**src/cnp_pkg.sv**
```systemverilog
// Constants, states and register map of the configuration memory programming block.
package cnp_pkg;
	localparam logic [6:0] I2C_ADDR     = 7'h10;
	localparam logic [7:0] REG_FIRST    = 8'h01;
	localparam logic [7:0] REG_LAST     = 8'h0A;
	localparam logic [7:0] REG_KEY      = 8'h0B;
	localparam logic [7:0] KEY_UNLOCK   = 8'h41;
	localparam logic [7:0] KEY_PREREAD  = 8'h62;
	localparam logic [7:0] KEY_RESET    = 8'h00;
	localparam logic [7:0] BYTE_ZERO    = 8'h00;
	localparam logic [7:0] PTR_STEP     = 8'h01;
	localparam logic [3:0] LOC_BASE     = 4'h1;
	localparam int         NVM_LOCS     = 10;
	localparam logic [2:0] BIT_FIRST    = 3'h0;
	localparam logic [2:0] BIT_STEP     = 3'h1;
	localparam logic [2:0] BIT_LAST     = 3'h7;
	localparam logic [7:0] TRIM_DEFAULT = 8'h00;
	// Synchroniser reset order: commit, enable, data, clock.
	localparam logic [3:0] SYNC_RST     = 4'h3;

	typedef enum logic [3:0] {
		ST_IDLE,
		ST_ADDR,
		ST_ACK_ADDR,
		ST_PTR,
		ST_ACK_PTR,
		ST_WDATA,
		ST_ACK_WDATA,
		ST_RDATA,
		ST_RACK
	} cnp_state_t;
endpackage

```
**src/cnp_pin_sync.sv**
```systemverilog
// Three-stage pin synchroniser with a two-stage agreement filter.
`timescale 1ns/1ps
module cnp_pin_sync
	import cnp_pkg::*;
#(
	parameter int             W       = 4,
	parameter logic [W-1:0]   RST_VAL = '0
)
(
	// Clock and reset
	input  wire logic          i_clk,
	input  wire logic          i_rst,
	// Pins and filtered levels
	input  wire logic [W-1:0]  i_pins,
	output logic      [W-1:0]  o_level
);
	logic [W-1:0] s1_ff;
	logic [W-1:0] s2_ff;
	logic [W-1:0] s3_ff;
	logic [W-1:0] level_ff;

	always_ff @(posedge i_clk)
	begin
		if (i_rst)
		begin
			s1_ff    <= RST_VAL;
			s2_ff    <= RST_VAL;
			s3_ff    <= RST_VAL;
			level_ff <= RST_VAL;
		end
		else
		begin
			s1_ff    <= i_pins;
			s2_ff    <= s1_ff;
			s3_ff    <= s2_ff;
			// A bit changes only once the second and third stages agree.
			level_ff <= (~(s2_ff ^ s3_ff) & s3_ff) | ((s2_ff ^ s3_ff) & level_ff);
		end
	end

	assign o_level = level_ff;
endmodule

```
**src/cnp_config_nvm.sv**
```systemverilog
// Serial register slave, commit control and parity-guarded configuration store.
`timescale 1ns/1ps
module cnp_config_nvm
	import cnp_pkg::*;
#(
	parameter logic [7:0] TRIM_DATA = TRIM_DEFAULT
)
(
	// Clock and reset
	input  wire logic                  i_clk,
	input  wire logic                  i_rst,
	// Serial port pins
	input  wire logic                  i_serial_port_enable_pin,
	input  wire logic                  i_scl,
	input  wire logic                  i_sda,
	output logic                       o_sda_out,
	output logic                       o_sda_oe_n,
	// Commit pin and storage disturbance
	input  wire logic                  i_commit_pin,
	input  wire logic                  i_nvm_disturb,
	// Switch drive requests and outputs
	input  wire logic                  i_discharge_request,
	input  wire logic                  i_charge_request,
	output logic                       o_discharge_switch_drive,
	output logic                       o_charge_switch_drive,
	output logic                       o_parity_fault,
	// Stored configuration, location 0x01 in the low byte
	output logic [8*NVM_LOCS-1:0]      o_stored_config
);
	logic [3:0]  lvl;
	logic        scl_f;
	logic        sda_f;
	logic        en_f;
	logic        commit_f;
	logic        scl_q_ff;
	logic        sda_q_ff;
	logic        commit_q_ff;
	logic        scl_rise;
	logic        scl_fall;
	logic        start_det;
	logic        stop_det;
	logic        commit_now;

	cnp_state_t  state_ff;
	logic [7:0]  shift_ff;
	logic [7:0]  tx_ff;
	logic [2:0]  cnt_ff;
	logic        done_ff;
	logic        rw_ff;
	logic        more_ff;
	logic [7:0]  ptr_ff;
	logic        sda_oe_n_ff;
	logic        sda_out_ff;
	logic        wr_pulse_ff;
	logic [7:0]  wr_addr_ff;
	logic [7:0]  wr_data_ff;

	logic [7:0]  cfg_ff [0:NVM_LOCS-1];
	logic [7:0]  nvm_ff [0:NVM_LOCS-1];
	logic [7:0]  key_ff;
	logic [7:0]  trim_ff;
	logic [7:0]  parity_ff;
	logic [7:0]  nvm_par;
	logic [7:0]  cfg_par;
	logic        mismatch;
	logic [7:0]  rd_byte;
	logic [3:0]  rd_idx;
	logic [3:0]  wr_idx;
	logic        dsg_ff;
	logic        chg_ff;
	logic        fault_ff;

	cnp_pin_sync #(
		.W       (4),
		.RST_VAL (SYNC_RST)
	) u_sync (
		.i_clk   (i_clk),
		.i_rst   (i_rst),
		.i_pins  ({i_commit_pin, i_serial_port_enable_pin, i_sda, i_scl}),
		.o_level (lvl)
	);

	assign scl_f    = lvl[0];
	assign sda_f    = lvl[1];
	assign en_f     = lvl[2];
	assign commit_f = lvl[3];

	always_ff @(posedge i_clk)
	begin
		if (i_rst)
		begin
			scl_q_ff    <= 1'b1;
			sda_q_ff    <= 1'b1;
			commit_q_ff <= 1'b0;
		end
		else
		begin
			scl_q_ff    <= scl_f;
			sda_q_ff    <= sda_f;
			commit_q_ff <= commit_f;
		end
	end

	assign scl_rise   = scl_f & ~scl_q_ff;
	assign scl_fall   = ~scl_f & scl_q_ff;
	assign start_det  = scl_f & scl_q_ff & sda_q_ff & ~sda_f;
	assign stop_det   = scl_f & scl_q_ff & ~sda_q_ff & sda_f;
	// Data is stored on the falling edge of a high-then-low commit pulse.
	assign commit_now = commit_q_ff & ~commit_f;

	assign rd_idx = 4'(ptr_ff[3:0] - LOC_BASE);
	assign wr_idx = 4'(wr_addr_ff[3:0] - LOC_BASE);

	always_comb
	begin
		rd_byte = BYTE_ZERO;
		if (ptr_ff >= REG_FIRST && ptr_ff <= REG_LAST)
			rd_byte = (key_ff == KEY_PREREAD) ? nvm_ff[rd_idx] : cfg_ff[rd_idx];
		else if (ptr_ff == REG_KEY)
			rd_byte = key_ff;
	end

	// Serial slave; the whole port is held idle while the enable pin is low.
	always_ff @(posedge i_clk)
	begin
		if (i_rst || !en_f)
		begin
			state_ff    <= ST_IDLE;
			shift_ff    <= BYTE_ZERO;
			tx_ff       <= BYTE_ZERO;
			cnt_ff      <= BIT_FIRST;
			done_ff     <= 1'b0;
			rw_ff       <= 1'b0;
			more_ff     <= 1'b0;
			ptr_ff      <= BYTE_ZERO;
			sda_oe_n_ff <= 1'b1;
			wr_pulse_ff <= 1'b0;
			wr_addr_ff  <= BYTE_ZERO;
			wr_data_ff  <= BYTE_ZERO;
		end
		else
		begin
			wr_pulse_ff <= 1'b0;
			if (start_det)
			begin
				state_ff    <= ST_ADDR;
				cnt_ff      <= BIT_FIRST;
				done_ff     <= 1'b0;
				sda_oe_n_ff <= 1'b1;
			end
			else if (stop_det)
			begin
				state_ff    <= ST_IDLE;
				done_ff     <= 1'b0;
				sda_oe_n_ff <= 1'b1;
			end
			else
			begin
				case (state_ff)
					ST_ADDR, ST_PTR, ST_WDATA:
					begin
						if (scl_rise)
						begin
							shift_ff <= {shift_ff[6:0], sda_f};
							cnt_ff   <= 3'(cnt_ff + BIT_STEP);
							if (cnt_ff == BIT_LAST)
								done_ff <= 1'b1;
						end
						else if (scl_fall && done_ff)
						begin
							done_ff     <= 1'b0;
							cnt_ff      <= BIT_FIRST;
							sda_oe_n_ff <= 1'b0;
							if (state_ff == ST_ADDR)
							begin
								if (shift_ff[7:1] == I2C_ADDR)
								begin
									rw_ff    <= shift_ff[0];
									state_ff <= ST_ACK_ADDR;
								end
								else
								begin
									sda_oe_n_ff <= 1'b1;
									state_ff    <= ST_IDLE;
								end
							end
							else if (state_ff == ST_PTR)
							begin
								ptr_ff   <= shift_ff;
								state_ff <= ST_ACK_PTR;
							end
							else
							begin
								wr_pulse_ff <= 1'b1;
								wr_addr_ff  <= ptr_ff;
								wr_data_ff  <= shift_ff;
								ptr_ff      <= 8'(ptr_ff + PTR_STEP);
								state_ff    <= ST_ACK_WDATA;
							end
						end
					end
					ST_ACK_ADDR:
					begin
						if (scl_fall)
						begin
							if (rw_ff)
							begin
								tx_ff       <= rd_byte;
								sda_oe_n_ff <= rd_byte[7];
								state_ff    <= ST_RDATA;
							end
							else
							begin
								sda_oe_n_ff <= 1'b1;
								state_ff    <= ST_PTR;
							end
						end
					end
					ST_ACK_PTR, ST_ACK_WDATA:
					begin
						if (scl_fall)
						begin
							sda_oe_n_ff <= 1'b1;
							state_ff    <= ST_WDATA;
						end
					end
					ST_RDATA:
					begin
						if (scl_rise)
						begin
							cnt_ff <= 3'(cnt_ff + BIT_STEP);
							if (cnt_ff == BIT_LAST)
								done_ff <= 1'b1;
						end
						else if (scl_fall)
						begin
							if (done_ff)
							begin
								done_ff     <= 1'b0;
								cnt_ff      <= BIT_FIRST;
								sda_oe_n_ff <= 1'b1;
								ptr_ff      <= 8'(ptr_ff + PTR_STEP);
								state_ff    <= ST_RACK;
							end
							else
							begin
								tx_ff       <= {tx_ff[6:0], 1'b0};
								sda_oe_n_ff <= tx_ff[6];
							end
						end
					end
					ST_RACK:
					begin
						if (scl_rise)
							more_ff <= ~sda_f;
						else if (scl_fall)
						begin
							if (more_ff)
							begin
								tx_ff       <= rd_byte;
								sda_oe_n_ff <= rd_byte[7];
								state_ff    <= ST_RDATA;
							end
							else
								state_ff <= ST_IDLE;
						end
					end
					ST_IDLE:
						state_ff <= ST_IDLE;
					default:
						state_ff <= ST_IDLE;
				endcase
			end
		end
	end

	// Configuration and key registers.
	always_ff @(posedge i_clk)
	begin
		if (i_rst)
		begin
			for (int i = 0; i < NVM_LOCS; i++)
				cfg_ff[i] <= BYTE_ZERO;
			key_ff <= KEY_RESET;
		end
		else if (wr_pulse_ff)
		begin
			if (wr_addr_ff >= REG_FIRST && wr_addr_ff <= REG_LAST)
				cfg_ff[wr_idx] <= wr_data_ff;
			else if (wr_addr_ff == REG_KEY)
				key_ff <= wr_data_ff;
		end
	end

	always_comb
	begin
		nvm_par = trim_ff;
		cfg_par = trim_ff;
		for (int i = 0; i < NVM_LOCS; i++)
		begin
			nvm_par = nvm_par ^ nvm_ff[i];
			cfg_par = cfg_par ^ cfg_ff[i];
		end
	end

	assign mismatch = (nvm_par != parity_ff);

	// Store; the disturbance input flips one stored bit to model a failing cell.
	always_ff @(posedge i_clk)
	begin
		if (i_rst)
		begin
			for (int i = 0; i < NVM_LOCS; i++)
				nvm_ff[i] <= BYTE_ZERO;
			trim_ff   <= TRIM_DATA;
			parity_ff <= TRIM_DATA;
		end
		else
		begin
			if (commit_now && key_ff == KEY_UNLOCK)
			begin
				for (int i = 0; i < NVM_LOCS; i++)
					nvm_ff[i] <= cfg_ff[i];
				parity_ff <= cfg_par;
			end
			if (i_nvm_disturb)
				nvm_ff[0][0] <= ~nvm_ff[0][0];
		end
	end

	always_ff @(posedge i_clk)
	begin
		if (i_rst)
		begin
			dsg_ff     <= 1'b0;
			chg_ff     <= 1'b0;
			fault_ff   <= 1'b0;
			sda_out_ff <= 1'b0;
		end
		else
		begin
			dsg_ff     <= i_discharge_request & ~mismatch;
			chg_ff     <= i_charge_request & ~mismatch;
			fault_ff   <= mismatch;
			sda_out_ff <= 1'b0;
		end
	end

	genvar g;
	generate
		for (g = 0; g < NVM_LOCS; g++)
		begin : g_flat
			assign o_stored_config[8*g +: 8] = nvm_ff[g];
		end
	endgenerate

	assign o_sda_out                = sda_out_ff;
	assign o_sda_oe_n               = sda_oe_n_ff;
	assign o_discharge_switch_drive = dsg_ff;
	assign o_charge_switch_drive    = chg_ff;
	assign o_parity_fault           = fault_ff;

	property p_commit_copies;
		@(posedge i_clk) disable iff (i_rst)
		commit_now && key_ff == KEY_UNLOCK && !i_nvm_disturb
		|=> nvm_ff[0] == $past(cfg_ff[0]) && nvm_ff[NVM_LOCS-1] == $past(cfg_ff[NVM_LOCS-1]);
	endproperty
	a_commit_copies: assert property (p_commit_copies) else $error("commit did not copy");

	property p_locked_commit;
		@(posedge i_clk) disable iff (i_rst)
		commit_now && key_ff != KEY_UNLOCK && !i_nvm_disturb
		|=> $stable(parity_ff) && nvm_ff[0] == $past(nvm_ff[0]);
	endproperty
	a_locked_commit: assert property (p_locked_commit) else $error("locked commit changed");

	property p_preread;
		@(posedge i_clk) disable iff (i_rst)
		key_ff == KEY_PREREAD && ptr_ff == REG_FIRST |-> rd_byte == nvm_ff[0];
	endproperty
	a_preread: assert property (p_preread) else $error("pre-read shows wrong byte");

	property p_key_reset;
		@(posedge i_clk)
		i_rst |=> key_ff == KEY_RESET && !o_discharge_switch_drive;
	endproperty
	a_key_reset: assert property (p_key_reset) else $error("key not cleared by reset");

	property p_key_write;
		@(posedge i_clk) disable iff (i_rst)
		wr_pulse_ff && wr_addr_ff == REG_KEY |=> key_ff == $past(wr_data_ff);
	endproperty
	a_key_write: assert property (p_key_write) else $error("key write lost");

	property p_port_disabled;
		@(posedge i_clk) disable iff (i_rst)
		!en_f |=> o_sda_oe_n && state_ff == ST_IDLE && !wr_pulse_ff;
	endproperty
	a_port_disabled: assert property (p_port_disabled) else $error("port active while off");

	property p_parity_kept;
		@(posedge i_clk) disable iff (i_rst)
		commit_now && key_ff == KEY_UNLOCK && !i_nvm_disturb |=> !mismatch ##1 !o_parity_fault;
	endproperty
	a_parity_kept: assert property (p_parity_kept) else $error("parity wrong after commit");

	property p_failsafe;
		@(posedge i_clk) disable iff (i_rst)
		mismatch |=> !o_discharge_switch_drive && !o_charge_switch_drive && o_parity_fault;
	endproperty
	a_failsafe: assert property (p_failsafe) else $error("drives on with parity error");
endmodule

```
**config.mk**
```make
export PLATFORM = sky130hd
export DESIGN_NAME = cnp_config_nvm
export DESIGN_NICKNAME = d
export VERILOG_FILES = /design/src/cnp_pkg.sv /design/src/cnp_pin_sync.sv /design/src/cnp_config_nvm.sv
export SDC_FILE = /design/constraint.sdc
export NUM_CORES = 1
export LEC_CHECK = 0
export BUFFER_PORTS_ARGS = -buffer_cell sky130_fd_sc_hd__buf_4
export CAP_MARGIN = 40
export CORE_MARGIN = 2
export CORE_UTILIZATION = 61
export DETAILED_ROUTE_END_ITERATION = 16
export MAX_ROUTING_LAYER = met4
export PLACE_DENSITY = 0.81
export SETUP_SLACK_MARGIN = 0.2
export SYNTH_ARGS = -nofsm -noshare
export SYNTH_HDL_FRONTEND = slang
export SYNTH_SLANG_ARGS = --single-unit
```
**constraint.sdc**
```tcl
create_clock -name i_clk -period 8.55 [get_ports i_clk]
set_input_delay 2.1375 -clock i_clk [delete_from_list [all_inputs] [get_ports i_clk]]
set_output_delay 2.1375 -clock i_clk [all_outputs]
set_load 0.01 [all_outputs]
```
# == After elaboration in Yosys (flattened, before gate mapping) ==
# Memory sizes are Yosys's and may differ from the RTL's.
# Cells that the tools add are included.
# totals
input_bits,9
mem_count,2
ff_bits,89
wordCells,251
ramBits,160
# memory_table
memory,words,width,read_ports,rd_clocked_by_memory_dff,wr,line,text
cfg_ff,10,8,11,0,10,cnp_config_nvm.sv:58,logic [7:0] cfg_ff [0:NVM_LOCS-1];
nvm_ff,10,8,11,0,10,cnp_config_nvm.sv:59,logic [7:0] nvm_ff [0:NVM_LOCS-1];
# classes
n_lt_le_gt_ge,4
reduce_logical,27
n_eq_ne,40
bitwise_logic,59
muxes,90
addsub,4
# ops
cell,count
two-way mux 8 bit,21
bitwise XOR 8 bit,18
two-way mux 7 bit,8
two-way mux 4 bit,11
inequality test 4 bit (second input constant),9
two-way mux 1 bit,35
AND reduction 9 bit,3
inequality test 2 bit (second input constant),13
two-way mux 3 bit,7
case mux 7 bit (3 select lines),1
case mux 4 bit (5 select lines),1
== test 4 x 3 -> 1 bit (second input constant),4
== test 8 x 4 -> 1 bit (second input constant),2
== test 8 x 7 -> 1 bit (second input constant),2
greater-or-equal comparator 8 x 1 -> 1 bit (second input constant),2
<= comparator 8 x 4 -> 1 bit (second input constant),2
case mux 8 bit (2 select lines),1
NOT 1 bit,15
AND reduction 7 bit,2
bitwise OR 1 bit,11
AND reduction 11 bit,1
AND 1 bit,10
AND reduction 10 bit,1
inequality test 3 bit (second input constant),3
other kinds (30),41

# == Logic depth before layout (Yosys ltp) ==
# Gate-level depths: netlist of the first run.
# An unclocked memory read counts as a cell.
# logic_depth
depth_word,13
mapped_depth,12
mapped_depth_nobuf,8

# == Cells and area by module ==
# Synthesis of the first run repeated with hierarchy kept, for this count alone.
# hier_totals
cells_unflattened,1206
area_unflattened_um2,14831.7
# by_module_without_submodules
mod,cells_each,instances,area_each_um2
cnp_config_nvm,1165,1,14350.0
cnp_pin_sync,41,1,481.7

# == Worst setup path before layout of the first run ==
# OpenSTA, ideal clock, no wires.
# synth_path
path_kind,input to register
start,in i_rst
end,mem nvm_ff[0][1] (enable)
arrival_ns,3.652
setup_slack_ns,4.495
path_buffers,2
path_stages,3
setup_time_ns,0.403
cell_sequence,clkbuf_1 > clkbuf_1 > or2_2
# synth_rtl
item,line,text
start: declaration,cnp_config_nvm.sv:11,"input wire logic i_rst,"
end: declaration,cnp_config_nvm.sv:59,

==> metrics.yaml, run 1 <==
synthesis:
  seq_area_frac_synth_pct: 54.38
  yosysUniqueCellTypes: 78
  yosysWarnings: 0
  yosys_register_bits: 297
  synth-edff-count: 208
  synth_area_per_cell_um2: 12.42
  synth_ff_type: "edfxtp_1"
  synth_fp_nets: 1212
  netlist_area_mm2: 0.01476
  syn_inst: 1189
  async_flop_share_pct: 0
clock_network:
  cts_max_path_buffers: 3
  cts.sinks: 297
  post-cts-setup-buffer-count: 0
  clock_latency_ns: 0.56
  cts_resized: 0
  cts.clk_slew.worst_paths_ns: 0.06
  cts_buffers: 30
  htree_levels: 1
  cts-root-buf: "clkbuf_16"
  tritoncts: "yes"
  cts_hold_buf: 0
power_and_ir_drop:
  power_density_mw_per_mm2: 187.5
  ir_worst_vdd_mv: 0.1846
  swShare_pct: 22.36
  clkPwrFrac_pct: 41.9
  p_switching_uw: 699.0
  seqPwrFrac_pct: 51.7
  p_leak_uw: 0.005672
  p_int_uw: 2427
  p_comb_share_pct: 6.4
timing:
  setup_viol: 0
  final.setup_skew_ns: 0.01217
  rsz0062_at_grt: "no"
  final.setup.tns_ns: 0
  slew_headroom_pct: 40.01
  finalHoldViolCount: 0
  hold_ws_ns: 0.4164
  max_freq_ghz: 0.2533
  slew_violations: 0
  worst_pin_slew_ns: 0.8999
  post-route-period-util_pct: 46.17
  final.min_clock_period_ns: 3.947
worst_hold_path:
  hold_start: "u_sync.s1_ff[1]$_SDFF_PP1_"
  min_to: "u_sync.s2_ff[1]$_SDFF_PP1_"
  hold_class: "flop to flop"
  hold_path_depth: 1
critical_path:
  worstPathMaxFanout: 56
  worstSetupStartpointType: "input pin"
  critPathKind: "input pin to flop"
  cp_data_arrival_time_ns: 4.16
  reg2reg_slack_ns: 4.88
  setup.worst_path.start: "i_rst"
  end_kind: "flop"
  timing.rr.start: "ptr_ff[0]$_SDFFE_PP0P_"
  critPathRequiredTime_ns: 8.77
  r2r-end: "tx_ff[3]$_SDFFE_PP0P_"
  r2r_cells: 7
run:
  maxCapViolCount: 0
finish:
  drive_gt1_share_pct: 18.00
  layout.nets: 1288
  syn_to_final_growth_pct: 12.90
  n_antenna_cell: 0
  final_common_cell: "edfxtp_1"
  layout_common_cells: "edfxtp_1, nor2_1, xnor2_1"
  fillers: 1645
global_route:
  grt_max_degree: 80
  grt_usage_pct: 28.86
  grt_pass1_vias: 9328
  grt-ovfl-total: 0
  grt_pass1_wl_mm: 54.83
  antenna_found_initial: 0
die:
  fp.dieW_um: 159.6
  ios: 94
  num_rows: 56
  start_util_pct: 62.52
  core-area_mm2: 0.02361
  die_area_mm2: 0.02546
  fp.dieH_um: 159.6
route:
  vias: 9805
  viasPerCell: 6.098
  drtAntennaViolNets: 0
  drt_iter0_markers: 1043
  routedWlPerCell_um: 22.42
  drt_pass1_iterations: 5
  wl_mm: 36.06
  drcViolationCount: 0
placement:
  place.gp.congestion: 0.9103
  port_buffers: 92
  hpwl_mm: 25.51
run_status:
  status: "finished clean"
power groups by stage:
stage               registers [µW]  clock network [µW]  logic [µW]
finish                        1620                1310         200
global route                  1620                1370         212
CTS                           1610                1320         200
detailed placement            1640                   0         198
global placement              1640                   0         194
floorplan                     1630                   0         138
critical path, cell delays in order:
cell and delay (ns):
buf_4 0.30, nor4_2 0.79, nand3_1 0.46, nand2b_1 0.45
cells by family (layout without fill, tap and decap cells):
kind of cell             count (synthesis)  in the layout  synth area share, %
AO/OA/AOI/OAI                          119            119                5.619
XOR/XNOR                               151            151                9.518
adder cells (fa/ha/maj)                 15             15                1.254
buffers and inverters                   81            181                2.585
flip-flops                             297            297                54.38
multiplexers                           110            110                12.28
other                                    1              1              0.02540
AND/OR/NAND/NOR                        415            415                14.34
through the flow:
step                      cell area (µm²)  total power [µW]  util, %  worst slack, ns  instances
after floorplan                     14760              1767        -            4.495       1189
after global placement              15620              1837    66.16            3.998       1546
after detailed placement            15680              1842    66.42            4.121       1551
after CTS                           16660              3131    70.56            4.685       1607
after global routing                16670              3196    70.59            4.420       1608
final                               16670              3126    70.59            4.603       1608
area by class of cell:
class	count	area (µm²)	area share, %
multi-input cells	811	6377	38.26
flip-flops and latches	297	8031	48.19
clock inverters	23	196.4	1.179
well taps	319	399.1	2.395
clock buffers	33	783.3	4.699
repair buffers	104	800.8	4.804
inverters	21	78.83	0.4729
how the worst max path moves through the flow:
stage	to	slack, ns	depth (start not counted)
finish	cfg_ff[0][4]$_SDFFCE_PN0P_	4.60	4
global route	cfg_ff[15][5]$_DFFE_PP_	4.42	6
CTS	cfg_ff[0][0]$_SDFFCE_PN0P_	4.68	4
detailed placement	cfg_ff[13][2]$_DFFE_PP_	4.12	5
global placement	cfg_ff[15][3]$_DFFE_PP_	4.00	5
floorplan	nvm_ff[0][1]$_SDFFCE_PN0P_	4.50	3
Yosys cell counts, types with 17 or more instances:
cell type	count	area share (%)
edfxtp_1	208	42
nor2_1	166	4.2
xnor2_1	133	7.9
dfxtp_1	89	12
and2_1	82	3.5
nand2_1	55	1.4
mux2i_1	54	3.7
mux4_2	49	7.5
clkbuf_1	30	0.76
a21oi_1	23	0.78
inv_1	21	0.53
o21ai_0	21	0.71
buf_2	17	0.58
state kept, by name, summed over array words and instances, names as in the netlist, 3 cells and up, named ones only:
register / count
cfg_ff: 128
cnt_ff: 3
key_ff: 8
nvm_ff: 80
parity_ff: 8
ptr_ff: 8
shift_ff: 8
state_ff: 4
tx_ff: 7
u_sync.s1_ff: 4
u_sync.s2_ff: 4
u_sync.s3_ff: 4
wr_addr_ff: 8
wr_data_ff: 8
metal layers:
| layer | part of all wire, % | track usage [%] | up-vias | wire length (µm) |
|---|---|---|---|---|
| met4 | 2.4 | 7.769 | 0 | 873 |
| met2 | 46 | 43.72 | 453 | 16660 |
| met5 | 0 | - | - | 0 |
| met1 | 42 | 40.18 | 4855 | 15030 |
| met3 | 9.7 | 5.861 | 66 | 3492 |
| li1 | - | - | 4431 | - |
No activity file was read; power rests on OpenSTA's default activity.
==> inputs of run 2 (changes only) <==
==> constraint.sdc (replaced) <==
create_clock -name i_clk -period 3.8 [get_ports i_clk]
set_input_delay 0.95 -clock i_clk [delete_from_list [all_inputs] [get_ports i_clk]]
set_output_delay 0.95 -clock i_clk [all_outputs]
set_load 0.01 [all_outputs]
==> run 2 against run 1 <==
Effect of this change: core utilization up 0.17 points; power up 120%; critical path depth up 4; flip-flop and latch count unchanged; hold slack better by 0.0019 ns; final cell count up 0.62%; first-iteration DRC count up 13%; design area up 0.24%; die area unchanged; clock power up 110%.
==> metrics.yaml, run 2 (synthesized netlist as in run 1, its figures left out) <==
power_and_ir_drop:
  p_comb_share_pct: 6.5
  ir_worst_vdd_mv: 0.3215
  p_leak_uw: 0.005710
  seqPwrFrac_pct: 52.7
  swShare_pct: 22.13
  power_density_mw_per_mm2: 413.1
  clkPwrFrac_pct: 40.8
  total_power_uw: 6902
  p_switching_uw: 1527
  p_int_uw: 5375
run:
  maxCapViolCount: 0
finish:
  final_cells: 1618
  syn_to_final_growth_pct: 13.17
  regMostFlops: "cfg_ff"
  largest_reg_flops: 128
  layout.nets: 1298
  final_common_cell: "edfxtp_1"
  reg_top3: "cfg_ff x128, nvm_ff x80"
  drive_gt1_share_pct: 18.55
  n_antenna_cell: 0
  layout_common_cells: "edfxtp_1, nor2_1, xnor2_1"
placement:
  port_buffers: 92
  dpl.cell_count: 1562
  pre_cts_ws_ns: 0.6604
  place.gp.congestion: 1.013
  hpwl_mm: 26.91
die:
  fp.dieW_um: 159.6
  ios: 94
  num_rows: 56
  die_area_mm2: 0.02546
  fp.dieH_um: 159.6
  core-area_mm2: 0.02361
  start_util_pct: 62.52
clock_network:
  tritoncts: "yes"
  cts_max_path_buffers: 3
  cts_resized: 0
  post-cts-setup-buffer-count: 0
  clock_latency_ns: 0.58
  htree_levels: 1
  cts_buffers: 30
  cts_hold_buf: 0
  cts.clk_slew.worst_paths_ns: 0.06
  cts.sinks: 297
  cts-root-buf: "clkbuf_16"
route:
  routedWlPerCell_um: 23.34
  viasPerCell: 6.263
  wl_mm: 37.76
  drt_iter0_markers: 1182
  drt_pass1_iterations: 5
  drtAntennaViolNets: 0
  drcViolationCount: 0
  vias: 10134
timing:
  hold_ws_ns: 0.4183
  final.setup_skew_ns: 0.04520
  post-route-period-util_pct: 84.11
  max_freq_ghz: 0.3129
  finalHoldViolCount: 0
  slew_headroom_pct: 39.36
  slew_violations: 0
  worst_pin_slew_ns: 0.9096
  rsz0062_at_grt: "no"
  final.setup.tns_ns: 0
  setup_viol: 0
  worst_slack_ns: 0.6039
  final.min_clock_period_ns: 3.196
critical_path:
  critPathKind: "flop to flop"
  cp_cell_sequence: "inv_1, ha_1, nor3b_1, a2bb2oi_1, nor3_2, and2_1, nand3_1, nand2b_1"
  critPathRequiredTime_ns: 4.03
  slowest_delay_ns: 0.53
  cp_slowest_cell: "dfxtp_1"
  cp_data_arrival_time_ns: 3.42
  worstPathMaxFanout: 11
  worstPathBufferInverterCount: 1
  end_kind: "flop"
  worstSetupStartpointType: "flop"
  crit_family: "simple AND/OR/NAND/NOR gates"
global_route:
  grt_usage_pct: 30.60
  grt_pass1_vias: 9908
  grt_pass1_wl_mm: 58.53
  grt_max_degree: 80
  antenna_found_initial: 0
  grt-ovfl-total: 0
worst_hold_path:
  hold_class: "flop to flop"
run_status:
  status: "finished clean"
## run 2: path summary, 6_finish.rpt
kind | start | to | slack [ns] | cells after the start
hold / removal | u_sync.s1_ff[0]$_SDFF_PP1_ | u_sync.s2_ff[0]$_SDFF_PP1_ | 0.42 | 1
setup reg to reg | wr_addr_ff[0]$_SDFFE_PP0P_ | cfg_ff[7][2]$_SDFFCE_PN0P_ | 0.60 | 8
hold reg to reg | u_sync.s1_ff[0]$_SDFF_PP1_ | u_sync.s2_ff[0]$_SDFF_PP1_ | 0.42 | 1
setup / recovery | wr_addr_ff[0]$_SDFFE_PP0P_ | cfg_ff[7][2]$_SDFFCE_PN0P_ | 0.60 | 8
## run 2: worst reg2reg max path: stages (launching register included)
cell and delay (ns):
dfxtp_1 0.53, inv_1 0.16, ha_1 0.24, nor3b_1 0.14, a2bb2oi_1 0.18, nor3_2 0.41, and2_1 0.37, nand3_1 0.37
nand2b_1 0.48
## run 2: layout make-up
class	instances	area (µm²)
inverters	21	78.83
multi-input cells	811	6377
fillers	1661	6905
clock buffers	48	890.9
repair buffers	114	878.3
well taps	319	399.1
flip-flops and latches	297	8031
clock inverters	8	51.30
## run 2: through the flow
| step | utilization, % | instance area [µm²] |
|---|---|---|
| final | 70.76 | 16710 |
| after floorplan | - | 14760 |
| after CTS | 70.76 | 16710 |
| after detailed placement | 66.77 | 15770 |
| after global placement | 66.74 | 15760 |
| after global routing | 70.76 | 16710 |
## run 2: power groups by stage
stage	sequential, µW	clock [µW]	combinational, µW
4_1_cts	3630	2820	454
6_report	3640	2810	451
5_1_grt	3640	2950	481
3_3_place_gp	3700	0	437
2_1_floorplan	3670	0	311
3_5_place_dp	3700	0	447
## run 2: routing by layer
metal / GRT usage [%] / wire length, µm / vias to the layer above
met2: 47.86 / 17630 / 589
met5: - / 0 / -
met1: 42.65 / 15150 / 5016
met4: 6.942 / 900 / 0
li1: - / - / 4443
met3: 4.949 / 4082 / 86
==> inputs of run 3 (changes only) <==
--- a/config.mk
+++ b/config.mk
@@ -5,13 +5,14 @@
 export SDC_FILE = /design/constraint.sdc
 export NUM_CORES = 1
 export LEC_CHECK = 0
+export ABC_AREA = 1
 export BUFFER_PORTS_ARGS = -buffer_cell sky130_fd_sc_hd__buf_4
 export CAP_MARGIN = 40
 export CORE_MARGIN = 2
-export CORE_UTILIZATION = 61
+export CORE_UTILIZATION = 55
 export DETAILED_ROUTE_END_ITERATION = 16
 export MAX_ROUTING_LAYER = met4
-export PLACE_DENSITY = 0.81
+export PLACE_DENSITY = 0.77
 export SETUP_SLACK_MARGIN = 0.2
 export SYNTH_ARGS = -nofsm -noshare
 export SYNTH_HDL_FRONTEND = slang
==> constraint.sdc (replaced) <==
create_clock -name i_clk -period 2.9 [get_ports i_clk]
set_input_delay 0.725 -clock i_clk [delete_from_list [all_inputs] [get_ports i_clk]]
set_output_delay 0.725 -clock i_clk [all_outputs]
set_load 0.01 [all_outputs]
==> run 3 against run 2 <==
Effect of this change: clock power is 57% higher; non-clock buffer count is 30 higher; die area is 15% higher; design area rose by 7.3%; hold slack worse by 0.025 ns; largest cell class unchanged; highest routed layer unchanged.
==> metrics.yaml, run 3 <==
timing:
  setup_viol: 0
  slew_violations: 0
  final.min_clock_period_ns: 2.516
  worst_pin_slew_ns: 0.6027
  finalHoldViolCount: 0
  final.setup.tns_ns: 0
  slew_headroom_pct: 59.72
  rsz0062_at_grt: "yes"
  max_freq_ghz: 0.3974
  post-route-period-util_pct: 86.77
  final.setup_skew_ns: 0.01961
finish:
  layout_common_cells: "nand2_1, nor2_1, edfxtp_1"
  reg_top3: "cfg_ff x128, nvm_ff x80"
  multi_input_area_mm2: 0.006324
  layout.nets: 1966
  fillers: 2308
  largest_reg_flops: 128
  final_common_cell: "nand2_1"
  final-seq-area_mm2: 0.008031
  drive_gt1_share_pct: 12.34
  regMostFlops: "cfg_ff"
  syn_to_final_growth_pct: 16.26
  final_cells: 2347
  n_antenna_cell: 0
global_route:
  grt-ovfl-total: 0
  met3_usage_pct: 4.395
  grt_pass1_wl_mm: 65.63
  met1_usage_pct: 42.82
  top_usage_layer: "met2"
  antenna_found_initial: 0
  grt_usage_pct: 30.19
  grt_use_met2_pct: 46.05
  grt_max_degree: 131
  grt_pass1_vias: 11618
synthesis:
  synth_fp_nets: 1851
  yosys_register_bits: 297
  syn_inst: 1828
  yosysUniqueCellTypes: 44
  synth_top_area_share_pct: 40.51
  synth-edff-count: 208
  yosysWarnings: 0
  synth_ff_type: "edfxtp_1"
  netlist_area_mm2: 0.01542
  ys_top_cells_by_area: "edfxtp_1, dfxtp_1, nand2_1, nor2_1, inv_1"
  synth_common_cells: "nand2_1, nor2_1, edfxtp_1"
  yosysMostFrequentCell: "nand2_1"
  seq_area_frac_synth_pct: 52.07
  async_flop_share_pct: 0
  synth_area_leader_cell: "edfxtp_1"
  synth_area_per_cell_um2: 8.434
run:
  maxCapViolCount: 0
die:
  die_area_mm2: 0.02939
  fp.dieW_um: 171.4
  num_rows: 61
  ios: 94
  core-area_mm2: 0.02771
  fp.dieH_um: 171.4
  start_util_pct: 55.65
clock_network:
  cts_hold_buf: 0
  cts-root-buf: "clkbuf_16"
  cts_buffers: 34
  cts.sinks: 297
  clock_latency_ns: 0.52
  tritoncts: "yes"
  post-cts-setup-buffer-count: 0
  cts_resized: 0
  cts_max_path_buffers: 3
  htree_levels: 2
  cts.clk_slew.worst_paths_ns: 0.06
power_and_ir_drop:
  ir_worst_vdd_mv: 0.4469
  power_density_mw_per_mm2: 537.5
  total_power_uw: 9634
  p_leak_uw: 0.007440
critical_path:
  slowest_delay_ns: 0.37
  cpMostUsedCell: "nand2_1"
  critPathKind: "flop to flop"
  cp_cell_sequence: "inv_1, ha_1, nand2_1, o21ai_1, nand2_1, nand3_2, nor2_4, inv_2, or2_4, nor2_8, nand2_4, nand2_1"
  crit_cells: 12
  r2r_cells: 12
  worstSetupStartpointType: "flop"
  critPathRequiredTime_ns: 3.08
  worstPathMaxFanout: 9
  cp_slowest_cell: "dfxtp_1"
  end_kind: "flop"
  cp_data_arrival_time_ns: 2.69
  worstPathBufferInverterCount: 2
  crit_family: "simple AND/OR/NAND/NOR gates"
run_status:
  status: "finished clean"
route:
  drt_pass1_iterations: 8
  vias: 12984
  routedWlPerCell_um: 18.43
  drtAntennaViolNets: 0
  drcViolationCount: 0
  wl_mm: 43.25
  viasPerCell: 5.532
  drt_iter0_markers: 1671
placement:
  port_buffers: 92
  dpl.cell_count: 2285
  place.gp.congestion: 0.9458
  hpwl_mm: 30.96
worst_hold_path:
  hold_path_depth: 2
  hold_class: "input pin to flop"
## run 3: changes by cell type in the layout (fill, tap and decap cells not counted), sizes merged, moves of 55 or more
cell,delta
nand2,+286
inv,+187
nor2,+166
nand3,+124
o21ai,+106
and2,-82
a21oi,+61
mux4,-55
## run 3: report_power, final
part | leakage, µW | internal [µW] | switching (µW)
Combinational | 0.00407 | 215 | 294
Sequential | 0.00281 | 4600 | 118
Clock | 0.000558 | 2700 | 1700
## run 3: cell type report
type	instances	share of cell area, %
timing repair buffer	144	6.310
multi-input combinational	1249	35.28
tap	378	2.639
clock inverter	22	1.529
inverter	217	4.565
clock buffer	40	4.872
sequential	297	44.81
## run 3: kinds of logic (layout without fill, tap and decap cells)
family / after synthesis / in the layout / synth area share (%)
flops: 297 / 297 / 52.07
xor+xnor: 132 / 132 / 7.499
fa+ha+maj: 14 / 14 / 1.136
compound gates: 249 / 249 / 8.651
simple gates: 853 / 853 / 23.51
other cells: 1 / 1 / 0.02432
buf+inv: 282 / 423 / 7.109
## run 3: metrics by stage
stage / hold slack (ns) / cell area, µm² / util, % / setup WS, ns
final: 0.3937 / 17920 / 64.70 / 0.3836
after global routing: 0.3791 / 17920 / 64.70 / 0.1847
after CTS: 0.3852 / 17920 / 64.68 / 0.3848
after detailed placement: 0.3927 / 16770 / 60.54 / 0.4082
after global placement: 0.4015 / 16770 / 60.54 / 0.4907
after floorplan: 0.3883 / 15430 / - / 0.2077
## run 3: path summary, 6_finish.rpt
kind,start,slack [ns],end
hold reg to reg,u_sync.s1_ff[3]$_SDFF_PP0_,0.41,u_sync.s2_ff[3]$_SDFF_PP0_
setup reg to reg,wr_addr_ff[1]$_SDFFE_PP0P_,0.38,cfg_ff[7][4]$_SDFFCE_PN0P_
setup / recovery,wr_addr_ff[1]$_SDFFE_PP0P_,0.38,cfg_ff[7][4]$_SDFFCE_PN0P_
hold / removal,i_sda,0.39,u_sync.s1_ff[1]$_SDFF_PP1_
## run 3: worst reg2reg max path: stages (launching register included)
cell and delay, ns:
dfxtp_1 0.37, inv_1 0.10, ha_1 0.22, nand2_1 0.08, o21ai_1 0.05, nand2_1 0.09, nand3_2 0.11, nor2_4 0.15
inv_2 0.10, or2_4 0.30, nor2_8 0.18, nand2_4 0.13, nand2_1 0.32
## run 3: layer usage
metal,share of wire [%],routed length (µm)
met5,0,0
met4,2.1,897
met3,10,4483
met2,46,19740
met1,42,18120
